$ cat config.mk
export PLATFORM = sky130hd
export DESIGN_NAME = ckd_clock_deskew
export DESIGN_NICKNAME = d
export VERILOG_FILES = /design/src/verilog/ckd_pkg.sv /design/src/verilog/ckd_clock_deskew.sv
export SDC_FILE = /design/constraint.sdc
export NUM_CORES = 1
export LEC_CHECK = 0
export BUFFER_PORTS_ARGS = -buffer_cell sky130_fd_sc_hd__clkbuf_2
export CAP_MARGIN = 20
export CELL_PAD_IN_SITES_DETAIL_PLACEMENT = 1
export CELL_PAD_IN_SITES_GLOBAL_PLACEMENT = 1
export CORE_ASPECT_RATIO = 1.1
export CORE_MARGIN = 5
export CORE_UTILIZATION = 51
export CTS_BUF_LIST = sky130_fd_sc_hd__clkbuf_4
export DETAILED_ROUTE_END_ITERATION = 10
export PLACE_DENSITY = 0.84
export SLEW_MARGIN = 40
export SYNTH_ARGS = -nofsm -noshare
export SYNTH_HDL_FRONTEND = slang
export SYNTH_SLANG_ARGS = --single-unit
$ cat constraint.sdc
create_clock -name clock -period 3.8 [get_ports clock]
set_input_delay 0.57 -clock clock [delete_from_list [all_inputs] [get_ports clock]]
set_output_delay 0.57 -clock clock [all_outputs]
set_load 0.02 [all_outputs]
$ cat src/verilog/ckd_pkg.sv
`default_nettype none
package ckd_pkg;

  // Clock distribution
  localparam int          CKD_NUM_GBUF      = 4;
  localparam int          CKD_DLL_ROUTES    = 2;
  localparam int          CKD_DLL_OUTS      = 6;
  localparam int          CKD_NUM_PHASES    = 4;
  localparam int          CKD_CLK_PERIOD_NS = 20;

  // Global buffer source codes
  localparam logic [1:0]  CKD_SRC_PAD       = 2'h0;
  localparam logic [1:0]  CKD_SRC_FABRIC    = 2'h1;
  localparam logic [1:0]  CKD_SRC_DLL_A     = 2'h2;
  localparam logic [1:0]  CKD_SRC_DLL_B     = 2'h3;

  // Loop output slots on the six-wide output vector
  localparam logic [2:0]  CKD_OUT_CLK2X     = 3'h4;
  localparam logic [2:0]  CKD_OUT_CLKDV     = 3'h5;

  // Feedback source codes
  localparam logic        CKD_FB_INTERNAL   = 1'b0;
  localparam logic        CKD_FB_EXTERNAL   = 1'b1;

  // Delay line and lock defaults
  localparam int          CKD_DELAY_DEPTH   = 64;
  localparam int          CKD_LOCK_EDGES    = 4;

  // Divider: divisor code to length of output period in input half-periods
  localparam logic [5:0]  CKD_DV_HALF_1P5   = 6'h03;
  localparam logic [5:0]  CKD_DV_HALF_2     = 6'h04;
  localparam logic [5:0]  CKD_DV_HALF_2P5   = 6'h05;
  localparam logic [5:0]  CKD_DV_HALF_3     = 6'h06;
  localparam logic [5:0]  CKD_DV_HALF_4     = 6'h08;
  localparam logic [5:0]  CKD_DV_HALF_5     = 6'h0A;
  localparam logic [5:0]  CKD_DV_HALF_8     = 6'h10;
  localparam logic [5:0]  CKD_DV_HALF_16    = 6'h20;

  typedef enum logic [2:0] {
    CKD_ST_CONFIG,
    CKD_ST_WAIT_LOCK,
    CKD_ST_DONE,
    CKD_ST_TRISTATE,
    CKD_ST_SET_RESET,
    CKD_ST_RUN
  } ckd_start_type;

  function automatic logic [5:0] ckd_dv_half(input logic [2:0] code);
    logic [5:0] half;
    half = CKD_DV_HALF_2;
    unique case (code)
      3'h0: half = CKD_DV_HALF_1P5;
      3'h1: half = CKD_DV_HALF_2;
      3'h2: half = CKD_DV_HALF_2P5;
      3'h3: half = CKD_DV_HALF_3;
      3'h4: half = CKD_DV_HALF_4;
      3'h5: half = CKD_DV_HALF_5;
      3'h6: half = CKD_DV_HALF_8;
      3'h7: half = CKD_DV_HALF_16;
    endcase
    return half;
  endfunction

endpackage
`default_nettype wire
$ cat src/verilog/ckd_clock_deskew.sv
`timescale 1ns/100ps
`default_nettype none
module ckd_clock_deskew
  import ckd_pkg::*;
#(
  parameter int DEPTH      = CKD_DELAY_DEPTH,
  parameter int LOCK_EDGES = CKD_LOCK_EDGES
) (
  // Clock, reset and enable
  input  wire logic                    clock,
  input  wire logic                    arst_n,
  input  wire logic                    ce,
  // Global buffer sources
  input  wire logic [CKD_NUM_GBUF-1:0] clock_pad,
  input  wire logic [CKD_NUM_GBUF-1:0] fabric_clk,
  input  wire logic [2*CKD_NUM_GBUF-1:0] gbuf_src_sel,
  input  wire logic [2:0]              dll_route_a_sel,
  input  wire logic [2:0]              dll_route_b_sel,
  // Loop control
  input  wire logic                    dll_ref_fabric,
  input  wire logic                    dll_fb_sel,
  input  wire logic                    dll_fb_pad,
  input  wire logic [2:0]              dll_div_sel,
  // Configuration
  input  wire logic                    cfg_loaded,
  input  wire logic                    cfg_wait_lock,
  // Global nets
  output logic [CKD_NUM_GBUF-1:0]      global_net_q,
  // Loop outputs
  output logic [CKD_NUM_PHASES-1:0]    dll_phase_q,
  output logic                         dll_clk2x_q,
  output logic                         dll_clkdv_q,
  output logic                         dll_lock_q,
  // Start-up
  output logic                         cfg_done_q,
  output logic                         global_tristate_q,
  output logic                         global_set_reset_q,
  output logic                         global_write_enable_q
);

  localparam int         TAP_W    = $clog2(DEPTH);
  localparam int         LOCK_W   = $clog2(LOCK_EDGES + 1);
  localparam logic [TAP_W-1:0] TAP_MAX = TAP_W'(DEPTH - 1);
  localparam logic [LOCK_W-1:0] LOCK_TOP = LOCK_W'(LOCK_EDGES);

  // Tap for a phase offset, clamped so a slow input cannot index off the line
  function automatic logic [TAP_W-1:0] ckd_tap(input logic [TAP_W-1:0] base,
                                               input logic [TAP_W-1:0] qtr,
                                               input logic [1:0]       k);
    logic [TAP_W+2:0] sum;
    sum = {3'h0, base} + ({3'h0, qtr} * {{TAP_W+1{1'b0}}, k});
    return (sum > {3'h0, TAP_MAX}) ? TAP_MAX : sum[TAP_W-1:0];
  endfunction

  logic [DEPTH-1:0]        dly_q;
  logic [TAP_W-1:0]        tap_q;
  logic [TAP_W-1:0]        since_q;
  logic [TAP_W-1:0]        period_q;
  logic [LOCK_W-1:0]       lock_cnt_q;
  logic                    ref_q;
  logic                    fb_q;
  logic                    clk0_last_q;
  logic [5:0]              dv_cnt_q;
  ckd_start_type           st_q;

  // Reference is the pad or fabric input of buffer 0
  wire  logic ref_now  = dll_ref_fabric ? fabric_clk[0] : clock_pad[0];
  // Feedback is the distributed net or the board return pin
  wire  logic fb_now   = (dll_fb_sel == CKD_FB_EXTERNAL) ? dll_fb_pad
                                                        : global_net_q[0];
  wire  logic ref_rise = ref_now & ~ref_q;
  wire  logic fb_rise  = fb_now & ~fb_q;
  wire  logic edge_match = ref_rise & fb_rise;
  wire  logic edge_miss  = ref_rise & ~fb_rise;

  // Phase taps and the six-wide loop output vector
  logic [CKD_NUM_PHASES-1:0] phase_w;
  logic [CKD_DLL_OUTS-1:0]   dll_outs;
  wire  logic [TAP_W-1:0]    quarter = period_q >> 2;

  genvar g;
  generate
    for (g = 0; g < CKD_NUM_PHASES; g++) begin : g_phase
      assign phase_w[g] = dly_q[ckd_tap(tap_q, quarter, 2'(g))];
    end
  endgenerate

  assign dll_outs = {dll_clkdv_q, dll_clk2x_q, dll_phase_q};

  wire  logic route_a = (dll_route_a_sel < 3'(CKD_DLL_OUTS))
                        ? dll_outs[dll_route_a_sel] : 1'b0;
  wire  logic route_b = (dll_route_b_sel < 3'(CKD_DLL_OUTS))
                        ? dll_outs[dll_route_b_sel] : 1'b0;

  // Global buffer muxes
  logic [CKD_NUM_GBUF-1:0] gnet_d;
  generate
    for (g = 0; g < CKD_NUM_GBUF; g++) begin : g_gbuf
      wire logic [1:0] sel = gbuf_src_sel[2*g +: 2];
      assign gnet_d[g] = (sel == CKD_SRC_PAD)    ? clock_pad[g]  :
                         (sel == CKD_SRC_FABRIC) ? fabric_clk[g] :
                         (sel == CKD_SRC_DLL_A)  ? route_a       :
                                                   route_b;
    end
  endgenerate

  always_ff @(posedge clock or negedge arst_n) begin
    if (!arst_n) begin
      global_net_q <= '0;
    end else if (ce) begin
      global_net_q <= gnet_d;
    end
  end

  // Delay line, edge history and period measurement
  always_ff @(posedge clock or negedge arst_n) begin
    if (!arst_n) begin
      dly_q    <= '0;
      ref_q    <= 1'b0;
      fb_q     <= 1'b0;
      since_q  <= '0;
      period_q <= '0;
    end else if (ce) begin
      dly_q    <= {dly_q[DEPTH-2:0], ref_now};
      ref_q    <= ref_now;
      fb_q     <= fb_now;
      since_q  <= ref_rise ? '0 : (since_q == TAP_MAX ? TAP_MAX
                                                       : since_q + 1'b1);
      if (ref_rise)
        period_q <= (since_q == TAP_MAX) ? TAP_MAX : since_q + 1'b1;
    end
  end

  // Delay adjustment: step one tap per reference edge until edges coincide.
  // Wrapping the tap lets the loop settle on a whole period of delay.
  always_ff @(posedge clock or negedge arst_n) begin
    if (!arst_n) begin
      tap_q      <= '0;
      lock_cnt_q <= '0;
      dll_lock_q <= 1'b0;
    end else if (ce) begin
      if (edge_miss) begin
        tap_q      <= (tap_q == TAP_MAX) ? '0 : tap_q + 1'b1;
        lock_cnt_q <= '0;
        dll_lock_q <= 1'b0;
      end else if (edge_match) begin
        if (lock_cnt_q != LOCK_TOP)
          lock_cnt_q <= lock_cnt_q + 1'b1;
        // One spare bit so a full count cannot wrap and drop lock
        dll_lock_q <= ({1'b0, lock_cnt_q} + 1'b1 >= {1'b0, LOCK_TOP});
      end
    end
  end

  // Phase, doubled and divided outputs
  wire  logic [5:0] dv_half  = ckd_dv_half(dll_div_sel);
  wire  logic       clk0_edge = phase_w[0] ^ clk0_last_q;
  wire  logic [5:0] dv_next  = (dv_cnt_q >= dv_half - 6'h01) ? 6'h00
                                                           : dv_cnt_q + 6'h01;

  always_ff @(posedge clock or negedge arst_n) begin
    if (!arst_n) begin
      dll_phase_q <= '0;
      dll_clk2x_q <= 1'b0;
      clk0_last_q <= 1'b0;
      dv_cnt_q    <= '0;
      dll_clkdv_q <= 1'b0;
    end else if (ce) begin
      dll_phase_q <= phase_w;
      dll_clk2x_q <= phase_w[0] ^ phase_w[1];
      clk0_last_q <= phase_w[0];
      if (clk0_edge) begin
        dv_cnt_q    <= dv_next;
        dll_clkdv_q <= dv_next < (dv_half >> 1);
      end
    end
  end

  // Start-up sequencer, one step per cycle after the optional lock wait
  always_ff @(posedge clock or negedge arst_n) begin
    if (!arst_n) begin
      st_q                  <= CKD_ST_CONFIG;
      cfg_done_q            <= 1'b0;
      global_tristate_q     <= 1'b1;
      global_set_reset_q    <= 1'b1;
      global_write_enable_q <= 1'b0;
    end else if (ce) begin
      unique case (st_q)
        CKD_ST_CONFIG: begin
          if (cfg_loaded && cfg_wait_lock && !dll_lock_q) begin
            st_q <= CKD_ST_WAIT_LOCK;
          end else if (cfg_loaded) begin
            st_q       <= CKD_ST_DONE;
            cfg_done_q <= 1'b1;
          end
        end
        CKD_ST_WAIT_LOCK: begin
          if (dll_lock_q || !cfg_wait_lock) begin
            st_q       <= CKD_ST_DONE;
            cfg_done_q <= 1'b1;
          end
        end
        CKD_ST_DONE: begin
          st_q              <= CKD_ST_TRISTATE;
          global_tristate_q <= 1'b0;
        end
        CKD_ST_TRISTATE: begin
          st_q               <= CKD_ST_SET_RESET;
          global_set_reset_q <= 1'b0;
        end
        CKD_ST_SET_RESET: begin
          st_q                  <= CKD_ST_RUN;
          global_write_enable_q <= 1'b1;
        end
        CKD_ST_RUN: begin
          st_q <= CKD_ST_RUN;
        end
      endcase
    end
  end
endmodule
`default_nettype wire

==> summary.md, run 1 <==
| Metric | Value |
|---|---|
| Drt drc | `0` |
| Final Net Count | `between 900 and 1000` |
| Clock slew at the register clock pins of the worst setup and hold paths | `around 0.22 ns` |
| Most common library cell in the layout ignoring fill and taps | `dfrtp_1` |
| Num ports | `between 40 and 50` |
| Leftover overflow at the end of global routing | `0` |
| Minimum period implied by the final worst setup slack | `3.54 ns` |
| Via count of the first global-routing pass | `between 7000 and 8000` |
| Synthesized area divided by synthesized cell count | `10.0 um^2` |
| Proportion of synthesized chip area in sequential cells | `between 30 and 40%` |
| Count of port buffers added during placement | `47` |
| Pin count of the biggest net entering global routing | `102` |
| Number of buffers and inverters on the critical path | `0` |
| Most used flip-flop cell after synthesis | `dfrtp_1` |
| Ratio of final minimum period to clock period | `approximately 93%` |
| Htree depth | `3` |
| Worst clock skew on the final layout | `0.0315 ns` |
| Antenna violations before repair | `1` |
| 1st-iter DRT viols | `407` |
| Number of rows created at floorplan | `49` |
| Worst slack after detailed placement | `-0.333 ns` |
| Antenna-violating nets left | `0` |
| Count of final max-slew check failures | `0` |
| Sequential Power Share | `24.7%` |
| Clk_lat worst skew | `~0.55 ns` |
| Via Count | `between 7000 and 8000` |
| Clock Power Share | `7.7%` |
| Result of the run | `finished clean` |
| Slowest stage cell, crit path | `fa_1` |
| TritonCTS Buffers | `9` |
| Total internal power | `roughly 0.004 W` |
| Worst hold-check path type | `in2async` |
| Sum of negative setup slack | `0 ns` |
| Max incr delay on CP | `~0.5 ns` |
| Effective utilization at floorplan | `roughly 52%` |
| Biggest fanout along the worst timing path | `8` |
| Routed wire length | `between 20 and 30 mm` |
| Highest Clock Rate | `around 0.28 GHz` |
| Total half-perimeter wirelength after legalization and detailed placement | `21.4 mm` |
| Data arrival time at the worst-slack endpoint | `4.00 ns` |
| Final hold violation count | `0` |
| Drt first pass iters | `5` |
| Final setup violating endpoints | `0` |
| Slew margin rel. | `between 40% and 50%` |
| Post-route design area | `9130 um^2` |
| Post-Synthesis Cells | `about 840` |
| Post-synthesis async set-or-reset flop share | `100%` |
| Die Wd | `around 130 um` |
| Switching portion of total power | `between 50% and 60%` |
| Synthesized net count | `approximately 910` |
| TritonCTS clock tree | `yes` |
| Share of post-route cells with drive strength above 1 | `between 20% and 30%` |
| Leakage | `4.05 nW` |
| Yosys warning total | `0` |
| Die Y-Extent | `145 um` |
| Hold buffer count at cts | `0` |
| Detailed-route wire length per cell | `around 25 um` |
| Cells along the critical path | `ha_1 -> fa_1 -> a211o_4 -> a211oi_4 -> a21oi_1 -> a311oi_1 -> a211oi_1 -> nor4_2 -> xnor2_1 -> mux2_4` |
| Synthesized flop and latch total | `around 110` |
| Kind of cell adding the most delay to the critical path | `compound AO/OA/AOI/OAI gates` |
| Slack of the critical path | `0.256 ns` |
| First-pass GRT wire length | `~44 mm` |
| Unrepaired setup endpoints after global routing | `false` |
| Path type of the worst setup path | `reg2reg` |
| Cells resized by post-CTS repair | `0` |
| Slew at the pin closest to its max-slew limit | `between 0.8 and 0.9 ns` |
| CTS sink count | `around 110` |
| Crit. End Element | `register` |
| Count of cell types in the netlist | `a little over 80` |
| Core Footprint | `~16000 um^2` |
| RD Place Congestion | `between 1 and 1.5` |
| Die Area | `around 19000 um^2` |
| Via density per instance | `around 6.6` |
| Number of enable-type register cells in the synthesized netlist | `0` |
| Synth Cell Area | `~8400 um^2` |
| Area growth from synthesis to layout | `8.11%` |
| Post-placement cell area | `around 9000 um^2` |
| Max-cap violations | `0` |
| Buffers inserted during post-CTS setup optimization | `0` |
| Fillcell total | `~1900` |
| Root Buffer Master | `clkbuf_4` |
| Max VDD drop | `about 380 uV` |
| P per Cell Area | `about 940 nW/um^2` |
| Worst hold-check slack | `0.0352 ns` |
| Number of buffers between clock root and the deepest sink | `2` |
| Data required, critical path | `around 4.3 ns` |
| Switching power total | `0.00443 W` |
| Crit start category | `register` |
| Global-route total usage across every layer | `28.7%` |
| Combinational share of power | `67.6%` |
| Highest-count cells in the layout ignoring fill and taps | `dfrtp_1, mux2_2, nand2_1` |
[per-stage QoR]
stage / utilization [%] / total power (W) / cells
finish: 56.0 / 0.00855 / 1104
global route: 56.0 / 0.00909 / 1104
CTS: 55.9 / 0.00848 / 1103
detailed placement: 55.0 / 0.00779 / 1087
global placement: 54.9 / 0.00755 / 1087
floorplan: - / 0.00591 / 841
[cell families after synthesis]
family                   after synthesis  share of synthesized area, %
AO/OA/AOI/OAI                        238                          19.5
multiplexers                         139                          22.6
adder cells (fa/ha/maj)               39                          6.31
flip-flops                           108                          32.0
AND/OR/NAND/NOR                      217                          12.3
XOR/XNOR                              21                          2.27
buffers and inverters                 79                          4.88
[flip-flops by register name, indices dropped and copies added (netlist names)]
register and flops:
cfg_done_q 1, dll_clk2x_q 1, dll_clkdv_q 1, dll_lock_q 1
dll_phase_q 4, dly_q 64, dv_cnt_q 6, fb_q 1
global_net_q 4, global_set_reset_q 1, global_tristate_q 1, global_write_enable_q 1
lock_cnt_q 3, period_q 4, since_q 6, st_q 3
tap_q 6
[power by group through the flow]
stage,registers [W],clock network [W],logic (W)
3_5_place_dp,0.00212,0,0.00567
6_report,0.00211,0.000660,0.00578
4_1_cts,0.00210,0.000678,0.00570
5_1_grt,0.00216,0.000728,0.00620
3_3_place_gp,0.00207,0,0.00547
2_1_floorplan,0.00192,0,0.00399
[final timing paths]
kind,startpoint,to,slack [ns],cells after the start
setup / recovery,tap_q[0]$_DFFE_PN0P_,dll_clk2x_q$_DFFE_PN0P_,0.26,10
hold / removal,arst_n,dly_q[44]$_DFFE_PN0P_,0.04,1
setup reg to reg,tap_q[0]$_DFFE_PN0P_,dll_clk2x_q$_DFFE_PN0P_,0.26,10
hold reg to reg,global_tristate_q$_DFFE_PN1P_,global_tristate_q$_DFFE_PN1P_,0.48,1
max in group asynchronous,arst_n,tap_q[0]$_DFFE_PN0P_,2.86,2
min in group clock,clock_pad[0],dly_q[0]$_DFFE_PN0P_,0.40,3
[cells in the mapped netlist (4+ instances only)]
master / number / share of area [%]
dfrtp_1: 106 / 31
mux2_2: 75 / 10
nand2_1: 66 / 2.9
nor2_1: 56 / 2.5
o21ai_0: 50 / 3.0
a21oi_1: 46 / 2.7
ha_1: 33 / 4.9
inv_1: 31 / 1.4
mux2i_1: 29 / 3.4
nand3_1: 28 / 1.7
clkbuf_1: 25 / 1.1
o211ai_1: 20 / 1.8
a211oi_1: 17 / 1.5
mux4_2: 17 / 4.5
nor2b_1: 15 / 1.1
xnor2_1: 12 / 1.2
mux4_1: 11 / 3.4
o22ai_1: 11 / 0.82
a21o_1: 10 / 0.89
or2_2: 9 / 0.67
o221ai_1: 8 / 0.83
xor2_1: 8 / 0.83
mux2_4: 7 / 1.2
nor3_1: 7 / 0.41
a31o_2: 6 / 0.62
buf_2: 6 / 0.36
clkbuf_8: 6 / 0.98
fa_1: 6 / 1.4
nor4_1: 6 / 0.44
o31ai_1: 6 / 0.53
a211o_1: 5 / 0.52
a21boi_0: 5 / 0.44
a2111oi_0: 4 / 0.41
a221oi_1: 4 / 0.41
a31oi_1: 4 / 0.30
and2_1: 4 / 0.30
and3_1: 4 / 0.30
o2111ai_1: 4 / 0.41
o32ai_1: 4 / 0.41
or3_1: 4 / 0.30
[per-layer routing]
layer | vias to the layer above | share of wire, % | global-route usage (%) | wire length [um]
li1 | 3297 | - | - | -
met3 | 52 | 4.9 | 4.29 | 1340
met5 | - | 0 | 0 | 0
met1 | 3755 | 43 | 38.2 | 11700
met4 | 0 | 3.1 | 11.4 | 852
met2 | 232 | 49 | 47.3 | 13500
[worst register-to-register path, delay by kind of cell, from the launching register on]
family                     cells  cell delay, ns
AOI/OAI and AO/OA              5            1.32
xor gates and xnor gates       1            0.15
adders and majority gates      2            0.78
DFF                            1            0.46
muxes                          1            0.27
and+or+nand+nor                1            0.50
[cell type report]
type	instances	area [um^2]	share of cell area [%]
Tap cell	204	255	2.80
Clock inverter	7	91.3	1.00
Sequential cell	108	2710	29.7
Clock buffer	9	67.6	0.740
Antenna cell	1	2.50	0.0274
Timing Repair Buffer	88	552	6.05
Multi-Input combinational cell	654	5330	58.4
Inverter	33	124	1.36
(Power assumes the default switching activity.)
==> run 2, diff against run 1 <==
CORE_UTILIZATION = 46   (was 51)
CTS_CLUSTER_SIZE = 25   (was default)
PLACE_DENSITY = 0.8   (was 0.84)
RECOVER_POWER = 25   (was default)
clock period = 3.13 ns   (was 3.8 ns; I/O delays follow)
==> run 2 against run 1 <==
The run now ends with max-capacitance violations, max-slew violations, negative setup slack left. Clock skew up 0.0020 ns. Flip-flop and latch count is the same. Register-to-register slack worse by 0.77 ns. Utilization is 3.5 points higher. Cell area is 19% higher. Via count grew 18%. Critical path type unchanged. Highest routed layer is now met5.
==> summary.md, run 2 (synthesized netlist as in run 1, its figures left out) <==
| Metric | Value |
|---|---|
| Result of the run | `complete, but fails checks` |
| Failing checks | `max-capacitance violations, max-slew violations, negative setup slack` |
| Crit. End Element | `register` |
| Most used routing layer in global routing | `met2` |
| Worst hold-check path type | `in2reg` |
| Max-cap violations | `1 (+1)` |
| Biggest fanout along the worst timing path | `3 (-5)` |
| Drt first pass iters | `5 (unchanged)` |
| Met2 Usage GRT | `51.0% (+3.7 points)` |
| Highest Clock Rate | `0.275 GHz (-2.7%)` |
| P per Cell Area | `1250 nW/um^2 (+34%)` |
| Via Count | `8622 (+18%)` |
| Leakage | `4.84 nW (+20%)` |
| Number of rows created at floorplan | `52 (+6.1%)` |
| Unrepaired setup endpoints after global routing | `true` |
| Cells along the critical path | `ha_4 -> fa_2 -> buf_6 -> a211oi_2 -> buf_4 -> nor2_4 -> nor4_4 -> buf_4 -> o21a_1 -> nor4_2 -> nor4_4 -> xnor2_1 -> mux2_4` |
| Most common library cell in the layout ignoring fill and taps | `buf_4` |
| Number of buffers between clock root and the deepest sink | `2 (unchanged)` |
| Share of post-route cells with drive strength above 1 | `42.1% (+16 points)` |
| Highest-count cells in the layout ignoring fill and taps | `buf_4, dfrtp_1, mux2_2` |
| Via count of the first global-routing pass | `8985 (+15%)` |
| Effective utilization at floorplan | `46.3% (-5.4 points)` |
| Num ports | `48 (unchanged)` |
| Global-route total usage across every layer | `29.0% (+0.34 points)` |
| Root Buffer Master | `clkbuf_4` |
| CTS sink count | `108 (unchanged)` |
| Final Net Count | `1101 (+14%)` |
| Drt drc | `0 (unchanged)` |
| Largest register by flop count | `dly_q` |
| Routed wire length | `34.9 mm (+28%)` |
| Max FFs per register | `64 (unchanged)` |
| Max VDD drop | `594 uV (+57%)` |
| First-pass GRT wire length | `49.3 mm (+12%)` |
| Data required, critical path | `3.57 ns (-0.68 ns)` |
| Antenna violations before repair | `2 (+1)` |
| Data arrival time at the worst-slack endpoint | `4.09 ns (+0.09 ns)` |
| Register-to-register setup slack | `-0.51 ns (-0.77 ns)` |
| Slowest stage cell, crit path | `nor4_4` |
| Via density per instance | `6.75 (+1.5%)` |
| Global-route met3 utilization | `5.56% (+1.3 points)` |
| Antenna-violating nets left | `0 (unchanged)` |
| Post-placement cell area | `9920 um^2 (+11%)` |
| Count of final max-slew check failures | `63 (+63)` |
| RD Place Congestion | `1.02 (-1.5%)` |
| Total half-perimeter wirelength after legalization and detailed placement | `21.9 mm (+2.7%)` |
| Worst clock skew on the final layout | `0.0335 ns (+0.00196 ns)` |
| GR Layer Usage met1 | `33.8% (-4.3 points)` |
| Post-route design area | `10800 um^2 (+19%)` |
| Leftover overflow at the end of global routing | `0 (unchanged)` |
| 1st-iter DRT viols | `1088 (+170%)` |
| Worst slack after detailed placement | `-0.562 ns (-0.228 ns)` |
| Die Y-Extent | `152 um (+4.9%)` |
| Minimum period implied by the final worst setup slack | `3.64 ns (+0.0974 ns)` |
| Die Area | `21200 um^2 (+10%)` |
| Pin count of the biggest net entering global routing | `66 (-35%)` |
| Clock slew at the register clock pins of the worst setup and hold paths | `0.20 ns (-0.02 ns)` |
| Area growth from synthesis to layout | `28.4%` |
| Path type of the worst setup path | `reg2reg` |
| Crit start category | `register` |
| Final setup violating endpoints | `4 (+4)` |
| Slew at the pin closest to its max-slew limit | `1.70 ns (+0.852 ns)` |
| Htree depth | `3 (unchanged)` |
| Detailed-route wire length per cell | `27.3 um (+10%)` |
| Die Wd | `139 um (+4.9%)` |
| Slew margin rel. | `-13.4% (-57 points)` |
| TritonCTS clock tree | `yes` |
| Ratio of final minimum period to clock period | `116% (+23 points)` |
| Fillcell total | `2025 (+8.2%)` |
| TritonCTS Buffers | `9 (unchanged)` |
| Count of port buffers added during placement | `47 (unchanged)` |
| Post-route core utilization | `59.5% (+3.5 points)` |
| Core Footprint | `18200 um^2 (+12%)` |
| Max incr delay on CP | `0.58 ns (+0.08 ns)` |
| Clk_lat worst skew | `0.53 ns (-0.02 ns)` |
| Slack of the critical path | `-0.512 ns (-0.767 ns)` |
| Final hold violation count | `0 (unchanged)` |
-- run 2: cell type report --
type / instances / area (um^2) / area share (%)
repair buffers: 223 / 1660 / 15.3
clock inverters: 6 / 105 / 0.970
multi-input cells: 654 / 5850 / 53.9
clock buffers: 10 / 75.1 / 0.693
well taps: 243 / 304 / 2.81
flip-flops and latches: 108 / 2710 / 25.0
diodes: 1 / 2.50 / 0.0231
inverters: 33 / 139 / 1.28
-- run 2: path summary, 6_finish.rpt --
path	start	to	depth (start not counted)
worst min register to register	global_tristate_q$_DFFE_PN1P_	global_tristate_q$_DFFE_PN1P_	1
max in group asynchronous	arst_n	period_q[4]$_DFFE_PN0P_	2
worst max-delay path	period_q[2]$_DFFE_PN0P_	dll_clk2x_q$_DFFE_PN0P_	13
worst min-delay path	dll_fb_pad	fb_q$_DFFE_PN0P_	3
worst max register to register	period_q[2]$_DFFE_PN0P_	dll_clk2x_q$_DFFE_PN0P_	13
min in group asynchronous	arst_n	tap_q[2]$_DFFE_PN0P_	2
-- run 2: per-layer routing --
layer / up-vias / routed length (um)
met4: 2 / 2450
met2: 550 / 17000
met3: 224 / 2790
met1: 4289 / 12600
met5: - / 13
li1: 3557 / -
-- run 2: repair_timing --
| item | CTS | global route |
|---|---|---|
| gates resized for setup | 66 | 60 |
| pin swaps | 23 | 38 |
| hold buffers | 0 | 1 |
| endpoints found under the setup margin | 11 | 11 |
| setup buffers | 8 | 11 |
| hold endpoints to repair | 0 | 53 |
| cloned | 1 | 1 |
-- run 2: per-stage QoR --
step           setup TNS (ns)  hold slack, ns  cells  power, W
2_1_floorplan         -0.0631           0.174    841   0.00719
3_3_place_gp            -1.00           0.441   1240    0.0103
3_5_place_dp            -1.77           0.448   1240    0.0106
4_1_cts                -0.206          0.0383   1265    0.0122
5_1_grt                 -1.75           0.272   1278    0.0141
6_report                -1.17           0.285   1278    0.0136
-- run 2: worst max-delay path, delay by kind of cell, from the launching register on --
family / cells / cell delay, ns
muxes: 1 / 0.30
adders and majority gates: 2 / 0.60
buffers and inverters: 3 / 0.49
xor gates and xnor gates: 1 / 0.21
DFF: 1 / 0.49
and+or+nand+nor: 4 / 1.02
AOI/OAI and AO/OA: 2 / 0.45
-- run 2: where the power goes --
part	switching, W	total (W)	internal [W]
registers	0.000611	0.00244	0.00183
clock network	0.000552	0.000902	0.000351
logic	0.00568	0.0102	0.00454
